<file path="config.mk">
export PLATFORM = sky130hd
export DESIGN_NAME = rtcc_ctrl_status
export DESIGN_NICKNAME = d
export VERILOG_FILES = /design/src/inc/rtcc_pkg.sv /design/src/rtcc_wave_div.sv /design/src/rtcc_ctrl_status.sv
export SDC_FILE = /design/constraint.sdc
export NUM_CORES = 1
export LEC_CHECK = 0
export BUFFER_PORTS_ARGS = -buffer_cell sky130_fd_sc_hd__buf_2
export CELL_PAD_IN_SITES_DETAIL_PLACEMENT = 0
export CELL_PAD_IN_SITES_GLOBAL_PLACEMENT = 1
export CORE_UTILIZATION = 32
export DETAILED_ROUTE_END_ITERATION = 8
export PLACE_DENSITY = 0.58
export SYNTH_ARGS = -nofsm -noshare
export SYNTH_HDL_FRONTEND = slang
export SYNTH_SLANG_ARGS = --single-unit
</file>
<file path="constraint.sdc">
create_clock -name sys_clk_i -period 3.4 [get_ports sys_clk_i]
set_clock_uncertainty 0.2 [all_clocks]
set_input_delay 0.17 -clock sys_clk_i [delete_from_list [all_inputs] [get_ports sys_clk_i]]
set_output_delay 0.17 -clock sys_clk_i [all_outputs]
set_load 0.005 [all_outputs]
</file>
<file path="src/inc/rtcc_pkg.sv">
/*
  Shared constants and types for the clock control/status block.
  Assumes a 25 MHz system clock.
*/
package rtcc_pkg;
  localparam logic [7:0] CTL_ADDR = 8'h0e;
  localparam logic [7:0] STS_ADDR = 8'h0f;
  localparam logic [7:0] CTL_RST = 8'h1c;
  localparam logic [7:0] STS_RST = 8'h88;
  localparam int CONVERT_TEMPERATURE_BIT = 5;
  localparam int OSF_BIT = 7;
  localparam int EN32_BIT = 3;
  localparam int A2F_BIT = 1;
  localparam int A1F_BIT = 0;
  localparam int CLK_HZ = 25000000;
  localparam int BUSY_DELAY_MS = 2;
  localparam int BUSY_DELAY_CYC = BUSY_DELAY_MS * (CLK_HZ / 1000);
  localparam int AUTO_PERIOD_S = 64;
  localparam logic [5:0] AUTO_LAST = 6'(AUTO_PERIOD_S - 1);
  localparam int RATE_1HZ_BIT = 15;
  localparam int RATE_1K_BIT = 5;
  localparam int RATE_4K_BIT = 3;
  localparam int RATE_8K_BIT = 2;

  typedef struct packed {
    logic osc_disable_on_battery;
    logic battery_output_enable;
    logic convert_temperature;
    logic rate_select_hi;
    logic rate_select_lo;
    logic interrupt_mode_select;
    logic alarm2_irq_enable;
    logic alarm1_irq_enable;
  } rtcc_ctl_t;

  typedef struct packed {
    logic oscillator_stopped_flag;
    logic [2:0] zero;
    logic crystal_clock_out_enable;
    logic compensation_busy;
    logic alarm2_flag;
    logic alarm1_flag;
  } rtcc_sts_t;

  typedef enum logic [1:0] {
    CV_IDLE, CV_USER_WAIT, CV_USER_BUSY, CV_AUTO
  } rtcc_cv_t;

  typedef struct packed {
    rtcc_ctl_t ctl;
    rtcc_sts_t sts;
    rtcc_cv_t cv;
    logic [15:0] dly;
    logic [5:0] per;
    logic convert_temperature_start;
    logic osc_run;
    logic pin_o;
    logic pin_oe;
    logic clk32_oe;
    logic [7:0] rdata;
  } rtcc_st_t;

  typedef struct packed {
    logic [15:0] cnt;
    logic wave;
    logic clk32;
  } rtcc_div_t;
endpackage : rtcc_pkg

</file>
<file path="src/rtcc_wave_div.sv">
/*
  Square-wave divider fed by crystal edge pulses.
  Assumes tick_i pulses once per half period of the 32.768 kHz crystal.
*/
`timescale 1ns/1ns
module rtcc_wave_div (
  input wire logic sys_clk_i, // System clock
  input wire logic rst_b_i, // Sync reset, active low
  input wire logic tick_i, // Crystal half-period pulse
  input wire logic run_i, // Oscillator running
  input wire logic [1:0] rate_i, // Rate select
  output logic wave_o, // Selected square wave
  output logic clk32_o // 32.768 kHz wave
);
  rtcc_pkg::rtcc_div_t st_ff;
  rtcc_pkg::rtcc_div_t nxt_st;

  function automatic int rate_bit(input logic [1:0] r);
    case (r)
      2'h0: rate_bit = rtcc_pkg::RATE_1HZ_BIT;
      2'h1: rate_bit = rtcc_pkg::RATE_1K_BIT;
      2'h2: rate_bit = rtcc_pkg::RATE_4K_BIT;
      default: rate_bit = rtcc_pkg::RATE_8K_BIT;
    endcase
  endfunction : rate_bit

  always_comb begin
    nxt_st = st_ff;
    if (tick_i && run_i) begin
      nxt_st.cnt = st_ff.cnt + 16'h0001;
    end
    nxt_st.wave = nxt_st.cnt[rate_bit(rate_i)]; // RULE10
    nxt_st.clk32 = nxt_st.cnt[0];
  end

  always_ff @(posedge sys_clk_i) begin
    if (!rst_b_i) begin
      st_ff <= '0;
    end else begin
      st_ff <= nxt_st;
    end
  end

  assign wave_o = st_ff.wave;
  assign clk32_o = st_ff.clk32;
endmodule : rtcc_wave_div

</file>
<file path="src/rtcc_ctrl_status.sv">
/*
  Control and status registers of a real-time clock: oscillator
  gating, conversion handshake, square-wave routing, alarm flags.
  Assumes a serial slave engine presents byte register accesses
  and that all inputs are synchronous to sys_clk_i.
*/
// Functional notes
// (RULE1) Disable bit stops oscillator only on battery
// (RULE2) Main supply keeps oscillator always running
// (RULE3) Control resets to 0x1c
// (RULE4) Shared pin floats on power fail unless enabled
// (RULE5) Convert write starts conversion only when idle
// (RULE6) User conversion leaves 64 s schedule alone
// (RULE7) Busy unchanged for 2 ms after user start
// (RULE8) Convert bit reads 1 until done
// (RULE9) Host checks busy, polls convert bit
// (RULE10) Rate field picks square-wave frequency
// (RULE11) Mode bit routes wave or alarm interrupt
// (RULE12) Alarm flags set regardless of mode bit
// (RULE13) Alarm 2 interrupts when enabled and mode 1
// (RULE14) Alarm 1 interrupts when enabled and mode 1
// (RULE15) Stop flag sets whenever oscillator halts
// (RULE16) Stop flag holds until written zero
// (RULE17) 32 kHz pin driven when enabled, resets 1; code drives it only while the oscillator runs
// (RULE18) Busy set on request, cleared at idle
// (RULE19) Alarm 2 flag clears on write zero only
// (RULE20) Alarm 1 flag clears on write zero only
// (RULE21) Alarm matches taken on the seconds update
// (RULE22) Status bits 6..4 read zero
`timescale 1ns/1ns
module rtcc_ctrl_status #(
  parameter int BUSY_DELAY_CYC = rtcc_pkg::BUSY_DELAY_CYC
) (
  input wire logic sys_clk_i, // 25 MHz clock
  input wire logic rst_b_i, // Sync reset, active low
  input wire logic [7:0] reg_addr_i, // Register address
  input wire logic reg_wr_i, // Write strobe
  input wire logic [7:0] reg_wdata_i, // Write data
  output logic [7:0] reg_rdata_o, // Read data
  input wire logic on_battery_i, // Running from battery
  input wire logic vcc_fail_i, // Main supply below trip
  input wire logic supplies_low_i, // Both supplies too low
  input wire logic osc_fault_i, // Crystal stopped by fault
  input wire logic xtal_tick_i, // Crystal half-period pulse
  input wire logic sec_tick_i, // Once-per-second update
  input wire logic alarm1_match_i, // Alarm 1 compare equal
  input wire logic alarm2_match_i, // Alarm 2 compare equal
  input wire logic convert_temperature_done_i, // Compensation now idle
  output logic convert_temperature_start_o, // Conversion request pulse
  output logic osc_run_o, // Oscillator enable
  output logic irq_or_wave_pin_o, // Shared pin value
  output logic irq_or_wave_pin_oe_o, // Shared pin drive
  output logic clk32_pin_o, // 32 kHz pin value
  output logic clk32_pin_oe_o // 32 kHz pin drive
);
  rtcc_pkg::rtcc_st_t st_ff;
  rtcc_pkg::rtcc_st_t nxt_st;
  rtcc_pkg::rtcc_st_t rst_st;
  logic wave;
  logic clk32;
  logic wr_ctl;
  logic wr_sts;
  logic in_prog;
  logic user_req;
  logic auto_hit;
  logic a1_set;
  logic a2_set;
  logic irq;

  function automatic logic hit(
    input logic [7:0] a,
    input logic [7:0] r
  );
    hit = (a == r);
  endfunction : hit

  rtcc_wave_div u_div (
    .sys_clk_i(sys_clk_i),
    .rst_b_i(rst_b_i),
    .tick_i(xtal_tick_i),
    .run_i(st_ff.osc_run),
    .rate_i({st_ff.ctl.rate_select_hi, st_ff.ctl.rate_select_lo}),
    .wave_o(wave),
    .clk32_o(clk32)
  );

  always_comb begin
    rst_st = '0;
    rst_st.ctl = rtcc_pkg::CTL_RST; // RULE3
    rst_st.sts = rtcc_pkg::STS_RST; // RULE17
    rst_st.cv = rtcc_pkg::CV_IDLE;
    rst_st.osc_run = 1'b1;
    rst_st.pin_o = 1'b1;
  end

  assign wr_ctl = reg_wr_i && hit(reg_addr_i, rtcc_pkg::CTL_ADDR);
  assign wr_sts = reg_wr_i && hit(reg_addr_i, rtcc_pkg::STS_ADDR);
  assign in_prog = st_ff.sts.compensation_busy
                 | st_ff.ctl.convert_temperature;
  // A new request is honoured only when nothing runs
  assign user_req = wr_ctl && reg_wdata_i[rtcc_pkg::CONVERT_TEMPERATURE_BIT]
                 && !in_prog; // RULE5
  assign auto_hit = sec_tick_i
                 && (st_ff.per == rtcc_pkg::AUTO_LAST);
  assign a1_set = sec_tick_i && alarm1_match_i; // RULE21
  assign a2_set = sec_tick_i && alarm2_match_i; // RULE21

  always_comb begin
    nxt_st = st_ff;
    nxt_st.convert_temperature_start = 1'b0;

    // Free-running 64 s schedule, never restarted
    if (sec_tick_i) begin
      nxt_st.per = st_ff.per + 6'h01; // RULE6
    end

    if (wr_ctl) begin
      nxt_st.ctl = rtcc_pkg::rtcc_ctl_t'(reg_wdata_i);
      nxt_st.ctl.convert_temperature =
        st_ff.ctl.convert_temperature | user_req; // RULE8
    end

    case (st_ff.cv)
      rtcc_pkg::CV_IDLE: begin
        if (user_req) begin
          nxt_st.cv = rtcc_pkg::CV_USER_WAIT;
          nxt_st.dly = 16'(BUSY_DELAY_CYC - 1);
          nxt_st.convert_temperature_start = 1'b1; // RULE5
        end else if (auto_hit) begin
          nxt_st.cv = rtcc_pkg::CV_AUTO;
          nxt_st.convert_temperature_start = 1'b1;
          nxt_st.sts.compensation_busy = 1'b1; // RULE18
        end
      end
      rtcc_pkg::CV_USER_WAIT: begin
        if (convert_temperature_done_i) begin
          nxt_st.cv = rtcc_pkg::CV_IDLE;
          nxt_st.ctl.convert_temperature = 1'b0; // RULE8
          nxt_st.sts.compensation_busy = 1'b0;
        end else if (st_ff.dly == 16'h0000) begin
          nxt_st.cv = rtcc_pkg::CV_USER_BUSY;
          nxt_st.sts.compensation_busy = 1'b1; // RULE7
        end else begin
          nxt_st.dly = st_ff.dly - 16'h0001; // RULE7
        end
      end
      rtcc_pkg::CV_USER_BUSY: begin
        if (convert_temperature_done_i) begin
          nxt_st.cv = rtcc_pkg::CV_IDLE;
          nxt_st.ctl.convert_temperature = 1'b0; // RULE8
          nxt_st.sts.compensation_busy = 1'b0; // RULE18
        end
      end
      rtcc_pkg::CV_AUTO: begin
        if (convert_temperature_done_i) begin
          nxt_st.cv = rtcc_pkg::CV_IDLE;
          nxt_st.sts.compensation_busy = 1'b0; // RULE18
        end
      end
      default: begin
        nxt_st.cv = rtcc_pkg::CV_IDLE;
      end
    endcase

    // Oscillator gating from the newly written control value
    nxt_st.osc_run = !(nxt_st.ctl.osc_disable_on_battery
                      && on_battery_i) // RULE1 RULE2
                   && !supplies_low_i && !osc_fault_i;

    // Status writes: flags only clear, set wins over clear
    if (wr_sts) begin
      nxt_st.sts.crystal_clock_out_enable =
        reg_wdata_i[rtcc_pkg::EN32_BIT]; // RULE17
      nxt_st.sts.oscillator_stopped_flag =
        st_ff.sts.oscillator_stopped_flag
        & reg_wdata_i[rtcc_pkg::OSF_BIT]; // RULE16
      nxt_st.sts.alarm2_flag = st_ff.sts.alarm2_flag
        & reg_wdata_i[rtcc_pkg::A2F_BIT]; // RULE19
      nxt_st.sts.alarm1_flag = st_ff.sts.alarm1_flag
        & reg_wdata_i[rtcc_pkg::A1F_BIT]; // RULE20
    end
    if (!nxt_st.osc_run) begin
      nxt_st.sts.oscillator_stopped_flag = 1'b1; // RULE15
    end
    if (a2_set) begin
      nxt_st.sts.alarm2_flag = 1'b1; // RULE12 RULE19
    end
    if (a1_set) begin
      nxt_st.sts.alarm1_flag = 1'b1; // RULE12 RULE20
    end
    nxt_st.sts.zero = 3'h0; // RULE22

    // Shared pin routing
    irq = nxt_st.ctl.interrupt_mode_select
        & ((nxt_st.sts.alarm2_flag
            & nxt_st.ctl.alarm2_irq_enable) // RULE13
         | (nxt_st.sts.alarm1_flag
            & nxt_st.ctl.alarm1_irq_enable)); // RULE14
    nxt_st.pin_o = nxt_st.ctl.interrupt_mode_select
                 ? !irq : wave; // RULE11
    nxt_st.pin_oe = !(vcc_fail_i
                 && !nxt_st.ctl.battery_output_enable); // RULE4
    nxt_st.clk32_oe = nxt_st.sts.crystal_clock_out_enable
                    && nxt_st.osc_run; // RULE17

    // Registered read port
    if (hit(reg_addr_i, rtcc_pkg::CTL_ADDR)) begin
      nxt_st.rdata = nxt_st.ctl;
    end else if (hit(reg_addr_i, rtcc_pkg::STS_ADDR)) begin
      nxt_st.rdata = nxt_st.sts;
    end else begin
      nxt_st.rdata = 8'h00;
    end
  end

  always_ff @(posedge sys_clk_i) begin
    if (!rst_b_i) begin
      st_ff <= rst_st;
    end else begin
      st_ff <= nxt_st;
    end
  end

  assign reg_rdata_o = st_ff.rdata;
  assign convert_temperature_start_o = st_ff.convert_temperature_start;
  assign osc_run_o = st_ff.osc_run;
  assign irq_or_wave_pin_o = st_ff.pin_o;
  assign irq_or_wave_pin_oe_o = st_ff.pin_oe;
  assign clk32_pin_o = clk32;
  assign clk32_pin_oe_o = st_ff.clk32_oe;
endmodule : rtcc_ctrl_status

</file>
==> impl_metrics.yaml, run 1 <==
placed_design:
  dp_cells: 513
  hpwl_um: 5300
  gp_congestion: 0.798
  pre_cts_ws_ps: 643
  io_buffers: 41
  placed_area_um2: 3450
critical_path:
  cp-start-kind: "flip-flop"
  r2r_slack_ps: 630
  critPathBufInv: 0
  cp.depth: 5
  cp_top_family: "simple AND/OR/NAND/NOR gates"
  crit_required_ps: 3430
  slowest_delay_ps: 690
  crit_type: "flip-flop to flip-flop"
  cp_slowest_cell: "or4_1"
  critPathMaxFanout: 19
  critical_path_arrival_ps: 2810
  endpoint_kind: "flip-flop"
  ff2ff_path_depth: 5
  cp_cell_sequence: "or4_1 -> nor4_2 -> o21a_1 -> nor2_1 -> a311oi_1"
detailed_routing:
  met3_length_um: 223
  drt_wl_total_um: 7910
  dr.pass1.iters: 4
  wire_per_inst_um: 14.5
  top_layer: "met4"
  drtIter0Drc: 78
  num_vias: 2848
  wl_met1_um: 4090
  wl_met2_um: 3500
  drc: 0
  vias_per_cell: 5.22
  drt.antenna.violating_nets: 0
synth:
  synthArstFlopShare_pct: 0
  synth_top_area_share_pct: 42.5
  syn_nets: 394
  synth_area_leaders: "dfxtp_1 42%, mux2i_1 3.8%, a21oi_1 3.6%"
  seq_area_frac_synth_pct: 42.5
  synth_area_um2: 3160
  yosys.area_share.simple_pct: 24.2
  synth_area_leader_cell: "dfxtp_1"
  synth_enable_flop_cells: 0
  synthXorXnorAreaFrac_pct: 3.33
  synth_cell_type_count: 54
  ys.warnings.count: 0
  ys_ff_latch: 67
  synthFlopType: "dfxtp_1"
  synthCells: 358
  synth.area.mux_share_pct: 3.80
  synth_fa_ha_area_share_pct: 3.17
  synth_top_family_by_area: "simple AND/OR/NAND/NOR gates"
  synth.avg_cell_area_um2: 8.82
  synth_compound_gate_area_share_pct: 17.8
timing:
  maxSlewViolCount: 0
  holdWs_ps: 20.0
  max_slew_margin_pct: 58.5
  finalSetupViolCount: 0
  final-hold-violation-count: 0
  period_minus_slack_ps: 2770
  worst_slack_ps: 627
  setup-tns-final_ps: 0
  tightestPinTransition_ps: 619
  fin_crit_sh_pct: 81.6
  rsz0062_at_grt: "false"
  max_freq_mhz: 361
grt:
  grt_pass1_vias: 2755
  track_usage_pct: 16.4
  antenna_found_initial: 0
  grt_overflow: 0
  grt_first_pass_wirelength_um: 13100
  grt_max_degree: 20
layout:
  fin_util_pct: 40.5
  postLayoutCellArea_um2: 3810
  final_cell_mix: "67 x dfxtp_1, 41 x buf_2, 28 x nor2_1"
  finalNetCount: 449
  num-fill-cells: 988
  n_antenna_cell: 0
  drive_above_1_share_pct: 17.3
  layoutNonFillerInstCount: 546
  areaGrowthSynthToFinish_pct: 20.7
  layout_commonest_cell: "dfxtp_1"
clocking:
  tritoncts: "yes"
  path_clk_slew_ps: 70
  clock_latency_ps: 340
  cts_made_buffers: 9
  post_cts_buffers: 0
  cts_root_buf: "clkbuf_8"
  clock_path_buffers: 2
  cts_resized: 0
  clock_sinks: 67
  htree_levels: 3
die:
  coreArea_um2: 9420
  io_pins: 42
  die_w_um: 101
  start_util_pct: 33.5
  fp.dieH_um: 101
  row_count: 35
  die_area_um2: 10300
power:
  ir_drop_uv: 192
  finalPower_mw: 1.67
  leakage_nw: 1.52
  power_per_cell_area_nw_per_um2: 437
job:
  drv_cap: 0
min_path:
  hold_depth: 3
  min_path_type: "input port to flip-flop"
status:
  status: "finished, final reports clean"
==> what timing repair did <==
action / in CTS / in global routing
endpoints found under the hold margin: 20 / 0
hold buffers: 18 / 0
endpoints found under the setup margin: 0 / 0
==> synth_stat cells (4+ instances only) <==
library cell and n:
or4_1 10, xnor2_1 6, dfxtp_1 67, a211oi_1 5
o21ai_0 15, nor2_1 28, nand2_1 23, inv_1 10
a31oi_1 7, ha_1 8, nand3_1 14, xor2_1 6
buf_4 9, and2_1 4, clkbuf_1 9, or3_1 11
nor4_1 8, nand4_1 10, and4_1 4, nor3_1 9
or2_2 6, o31ai_1 7, a21oi_1 23, mux2i_1 12
==> worst paths after layout <==
check | from | endpoint
setup / recovery | st_ff[21]$_SDFFE_PN0P_ | st_ff[20]$_SDFFE_PN0P_
hold / removal | sec_tick_i | st_ff[37]$_SDFF_PN0_
setup reg to reg | st_ff[21]$_SDFFE_PN0P_ | st_ff[20]$_SDFFE_PN0P_
hold reg to reg | st_ff[32]$_SDFFE_PN0P_ | st_ff[32]$_SDFFE_PN0P_
==> layer usage <==
layer  vias to the layer above  global-route usage [%]
met4                         0                    5.35
met2                        48                    26.6
li1                       1436                       -
met5                         -                       0
met1                      1357                    21.6
met3                         7                    3.38
==> area by class of cell <==
type | count | area, µm² | area share (%)
multi-input combinational | 258 | 1650 | 43.3
sequential | 67 | 1340 | 35.2
timing repair buffer | 66 | 438 | 11.5
clock buffer | 14 | 173 | 4.53
tap | 129 | 161 | 4.23
inverter | 11 | 41.3 | 1.08
clock inverter | 1 | 7.51 | 0.197
==> worst register-to-register path: stages, from the launching register on <==
cell	delay, ps
dfxtp_1	360
or4_1	690
nor4_2	430
o21a_1	570
nor2_1	140
a311oi_1	280
==> logic make-up (layout without fill, tap and decap cells) <==
kind of cell | after synthesis | count (layout)
AOI/OAI and AO/OA | 86 | 86
xor gates and xnor gates | 12 | 12
adders and majority gates | 8 | 8
buffers and inverters | 33 | 92
DFF | 67 | 67
muxes | 12 | 12
and+or+nand+nor | 140 | 140
==> flip-flops by register name (all words and copies together) (netlist names) <==
name and cells:
st_ff 37, u_div.st_ff 16, irq_or_wave_pin_o 1, u_div.wave_o 1, reg_rdata_o 8, osc_run_o 1, irq_or_wave_pin_oe_o 1, clk32_pin_oe_o 1
convert_temperature_start_o 1
==> power breakdown <==
group          switching [mW]  internal (mW)
Sequential             0.0183          0.805
Clock                   0.299          0.322
Combinational           0.122          0.100
Total                   0.440           1.23
No activity file was read; power rests on OpenSTA's default activity.
==> inputs of run 2 (changes only) <==
Settings changed: PLACE_DENSITY 0.58 to 0.61.
Clock period 3.4 ns to 2.25 ns, I/O delays scaled along.
==> impl_metrics.yaml, run 2 (synthesized netlist as in run 1, its figures left out) <==
clocking:
  cts_root_buf: "clkbuf_8"
  tritoncts: "yes"
  path_clk_slew_ps: 70
  clock_sinks: 67
  htree_levels: 3
  clock_latency_ps: 350
  clock_path_buffers: 2
  cts_made_buffers: 9
critical_path:
  cp-start-kind: "flip-flop"
  r2r_slack_ps: -60
  slowest_delay_ps: 580
  cp_slowest_cell: "or4_4"
  crit_required_ps: 2330
  endpoint_kind: "flip-flop"
  crit_type: "flip-flop to flip-flop"
  worstReg2RegEnd: "st_ff[30]$_SDFFE_PN0P_"
  ff2ff_path_depth: 5
  critical_path_arrival_ps: 2390
  critPathMaxFanout: 7
  cp_cell_sequence: "or4_4 -> or2_4 -> or3_4 -> or4_1 -> a21oi_1"
  regToRegStartpoint: "st_ff[23]$_SDFFE_PN0P_"
layout:
  multi_input_area_um2: 1700
  largest_reg_flops: 37
  drive_above_1_share_pct: 25.7
  regMostFlops: "st_ff"
  finalNetCount: 488
  final_cell_mix: "64 x dfxtp_1, 41 x buf_2, 37 x buf_4"
  regArea_um2: 1350
  areaGrowthSynthToFinish_pct: 33.2
  num-fill-cells: 958
  n_antenna_cell: 0
  layout_commonest_cell: "dfxtp_1"
  layoutNonFillerInstCount: 585
power:
  comb_power_share_pct: 17.8
  p_int_mw: 2.00
  power_per_cell_area_nw_per_um2: 643
  power.share.sequential_pct: 45.7
  finalPower_mw: 2.71
  p_clk_share_pct: 36.5
  switchingPower_mw: 0.705
  ir_drop_uv: 250
  swShare_pct: 26.1
  leakage_nw: 1.73
timing:
  max_freq_mhz: 433
  rsz0062_at_grt: "true"
  finalSetupViolCount: 3
  fin_crit_sh_pct: 103
  max_slew_margin_pct: 67.9
  tightestPinTransition_ps: 477
  maxSlewViolCount: 0
  period_minus_slack_ps: 2310
  worst_slack_ps: -59.1
  final-hold-violation-count: 0
detailed_routing:
  wl_met2_um: 3750
  drt.antenna.violating_nets: 0
  top_layer: "met4"
  vias_per_cell: 5.13
  drt_wl_total_um: 8330
  num_vias: 3002
  drc: 0
  wl_met1_um: 4100
  wire_per_inst_um: 14.2
  drtIter0Drc: 77
  dr.pass1.iters: 5
  met3_length_um: 324
grt:
  grt_overflow: 0
  grt_max_degree: 22
  grt_pass1_vias: 3019
  track_usage_pct: 17.9
  grt_first_pass_wirelength_um: 14000
  antenna_found_initial: 0
min_path:
  hold_depth: 3
  min_path_type: "input port to flip-flop"
  hold_end: "reg_rdata_o[2]$_SDFF_PN0_"
  min_from: "reg_addr_i[0]"
die:
  io_pins: 42
  die_area_um2: 10300
  coreArea_um2: 9420
  fp.dieH_um: 101
  die_w_um: 101
  row_count: 35
  start_util_pct: 33.5
job:
  drv_cap: 0
placed_design:
  dp_cells: 542
  hpwl_um: 5740
  io_buffers: 41
  gp_congestion: 0.793
status:
  failed_checks: "negative setup slack"
  status: "complete, but fails checks"
## run 2: cell types whose count changed in the layout (fill, tap and decap cells not counted), moves of 3 or more
cell | before | now
buf_4 | 7 | 37
clkinv_2 | 0 | 3
dfxtp_2 | 0 | 3
dlygate4sd3_1 | 18 | 26
dfxtp_1 | 67 | 64
## run 2: power groups by stage
stage	Combinational (mW)	Clock, mW	Sequential, mW
CTS	0.449	1.03	1.24
floorplan	0.229	0	1.26
global placement	0.375	0	1.26
detailed placement	0.379	0	1.26
finish	0.481	0.988	1.24
global route	0.528	1.09	1.24
## run 2: what timing repair did
action / 4_1_cts / 5_1_grt
hold buffers: 26 / 0
endpoints found under the setup margin: 17 / 16
pin swaps: 4 / 1
buffers inserted: 1 / 1
hold endpoints to repair: 37 / 0
gates resized for setup: 7 / 6
## run 2: metal layers
layer | vias up | track usage [%]
li1 | 1511 | -
met1 | 1426 | 22.7
met2 | 50 | 28.9
met3 | 15 | 5.18
met4 | 0 | 6.47
met5 | - | 0
## run 2: worst max path at each step
stage | from | end | slack, ps
after detailed placement | st_ff[24]$_SDFFE_PN0P_ | st_ff[30]$_SDFFE_PN0P_ | -200
after floorplan | st_ff[22]$_SDFFE_PN0P_ | st_ff[30]$_SDFFE_PN0P_ | -90
after global placement | st_ff[24]$_SDFFE_PN0P_ | st_ff[30]$_SDFFE_PN0P_ | -150
after CTS | st_ff[21]$_SDFFE_PN0P_ | st_ff[30]$_SDFFE_PN0P_ | -70
final | st_ff[23]$_SDFFE_PN0P_ | st_ff[30]$_SDFFE_PN0P_ | -60
after global routing | st_ff[23]$_SDFFE_PN0P_ | st_ff[30]$_SDFFE_PN0P_ | -110
## run 2: cell type report
cell class	count	area share [%]
clock buffers	10	3.27
clock inverters	5	1.28
multi-input cells	258	40.5
well taps	129	3.84
inverters	11	0.982
repair buffers	105	18.1
flip-flops and latches	67	32.0
## run 2: worst max-delay path: cells and delay by family (launching register included)
family	cells	cell delay, ps
simple gates	4	1590
flops	1	320
compound gates	1	120
## run 2: through the flow
step	setup WS (ps)	hold slack, ps	utilization [%]	TNS [ps]	area [µm²]
2_1_floorplan	-87.0	-9.66	-	-186	3160
3_3_place_gp	-152	89.4	39.1	-765	3680
3_5_place_dp	-205	94.5	39.1	-1660	3680
4_1_cts	-72.7	5.29	44.3	-130	4170
5_1_grt	-111	23.4	44.7	-1050	4210
6_report	-59.1	33.2	44.7	-124	4210
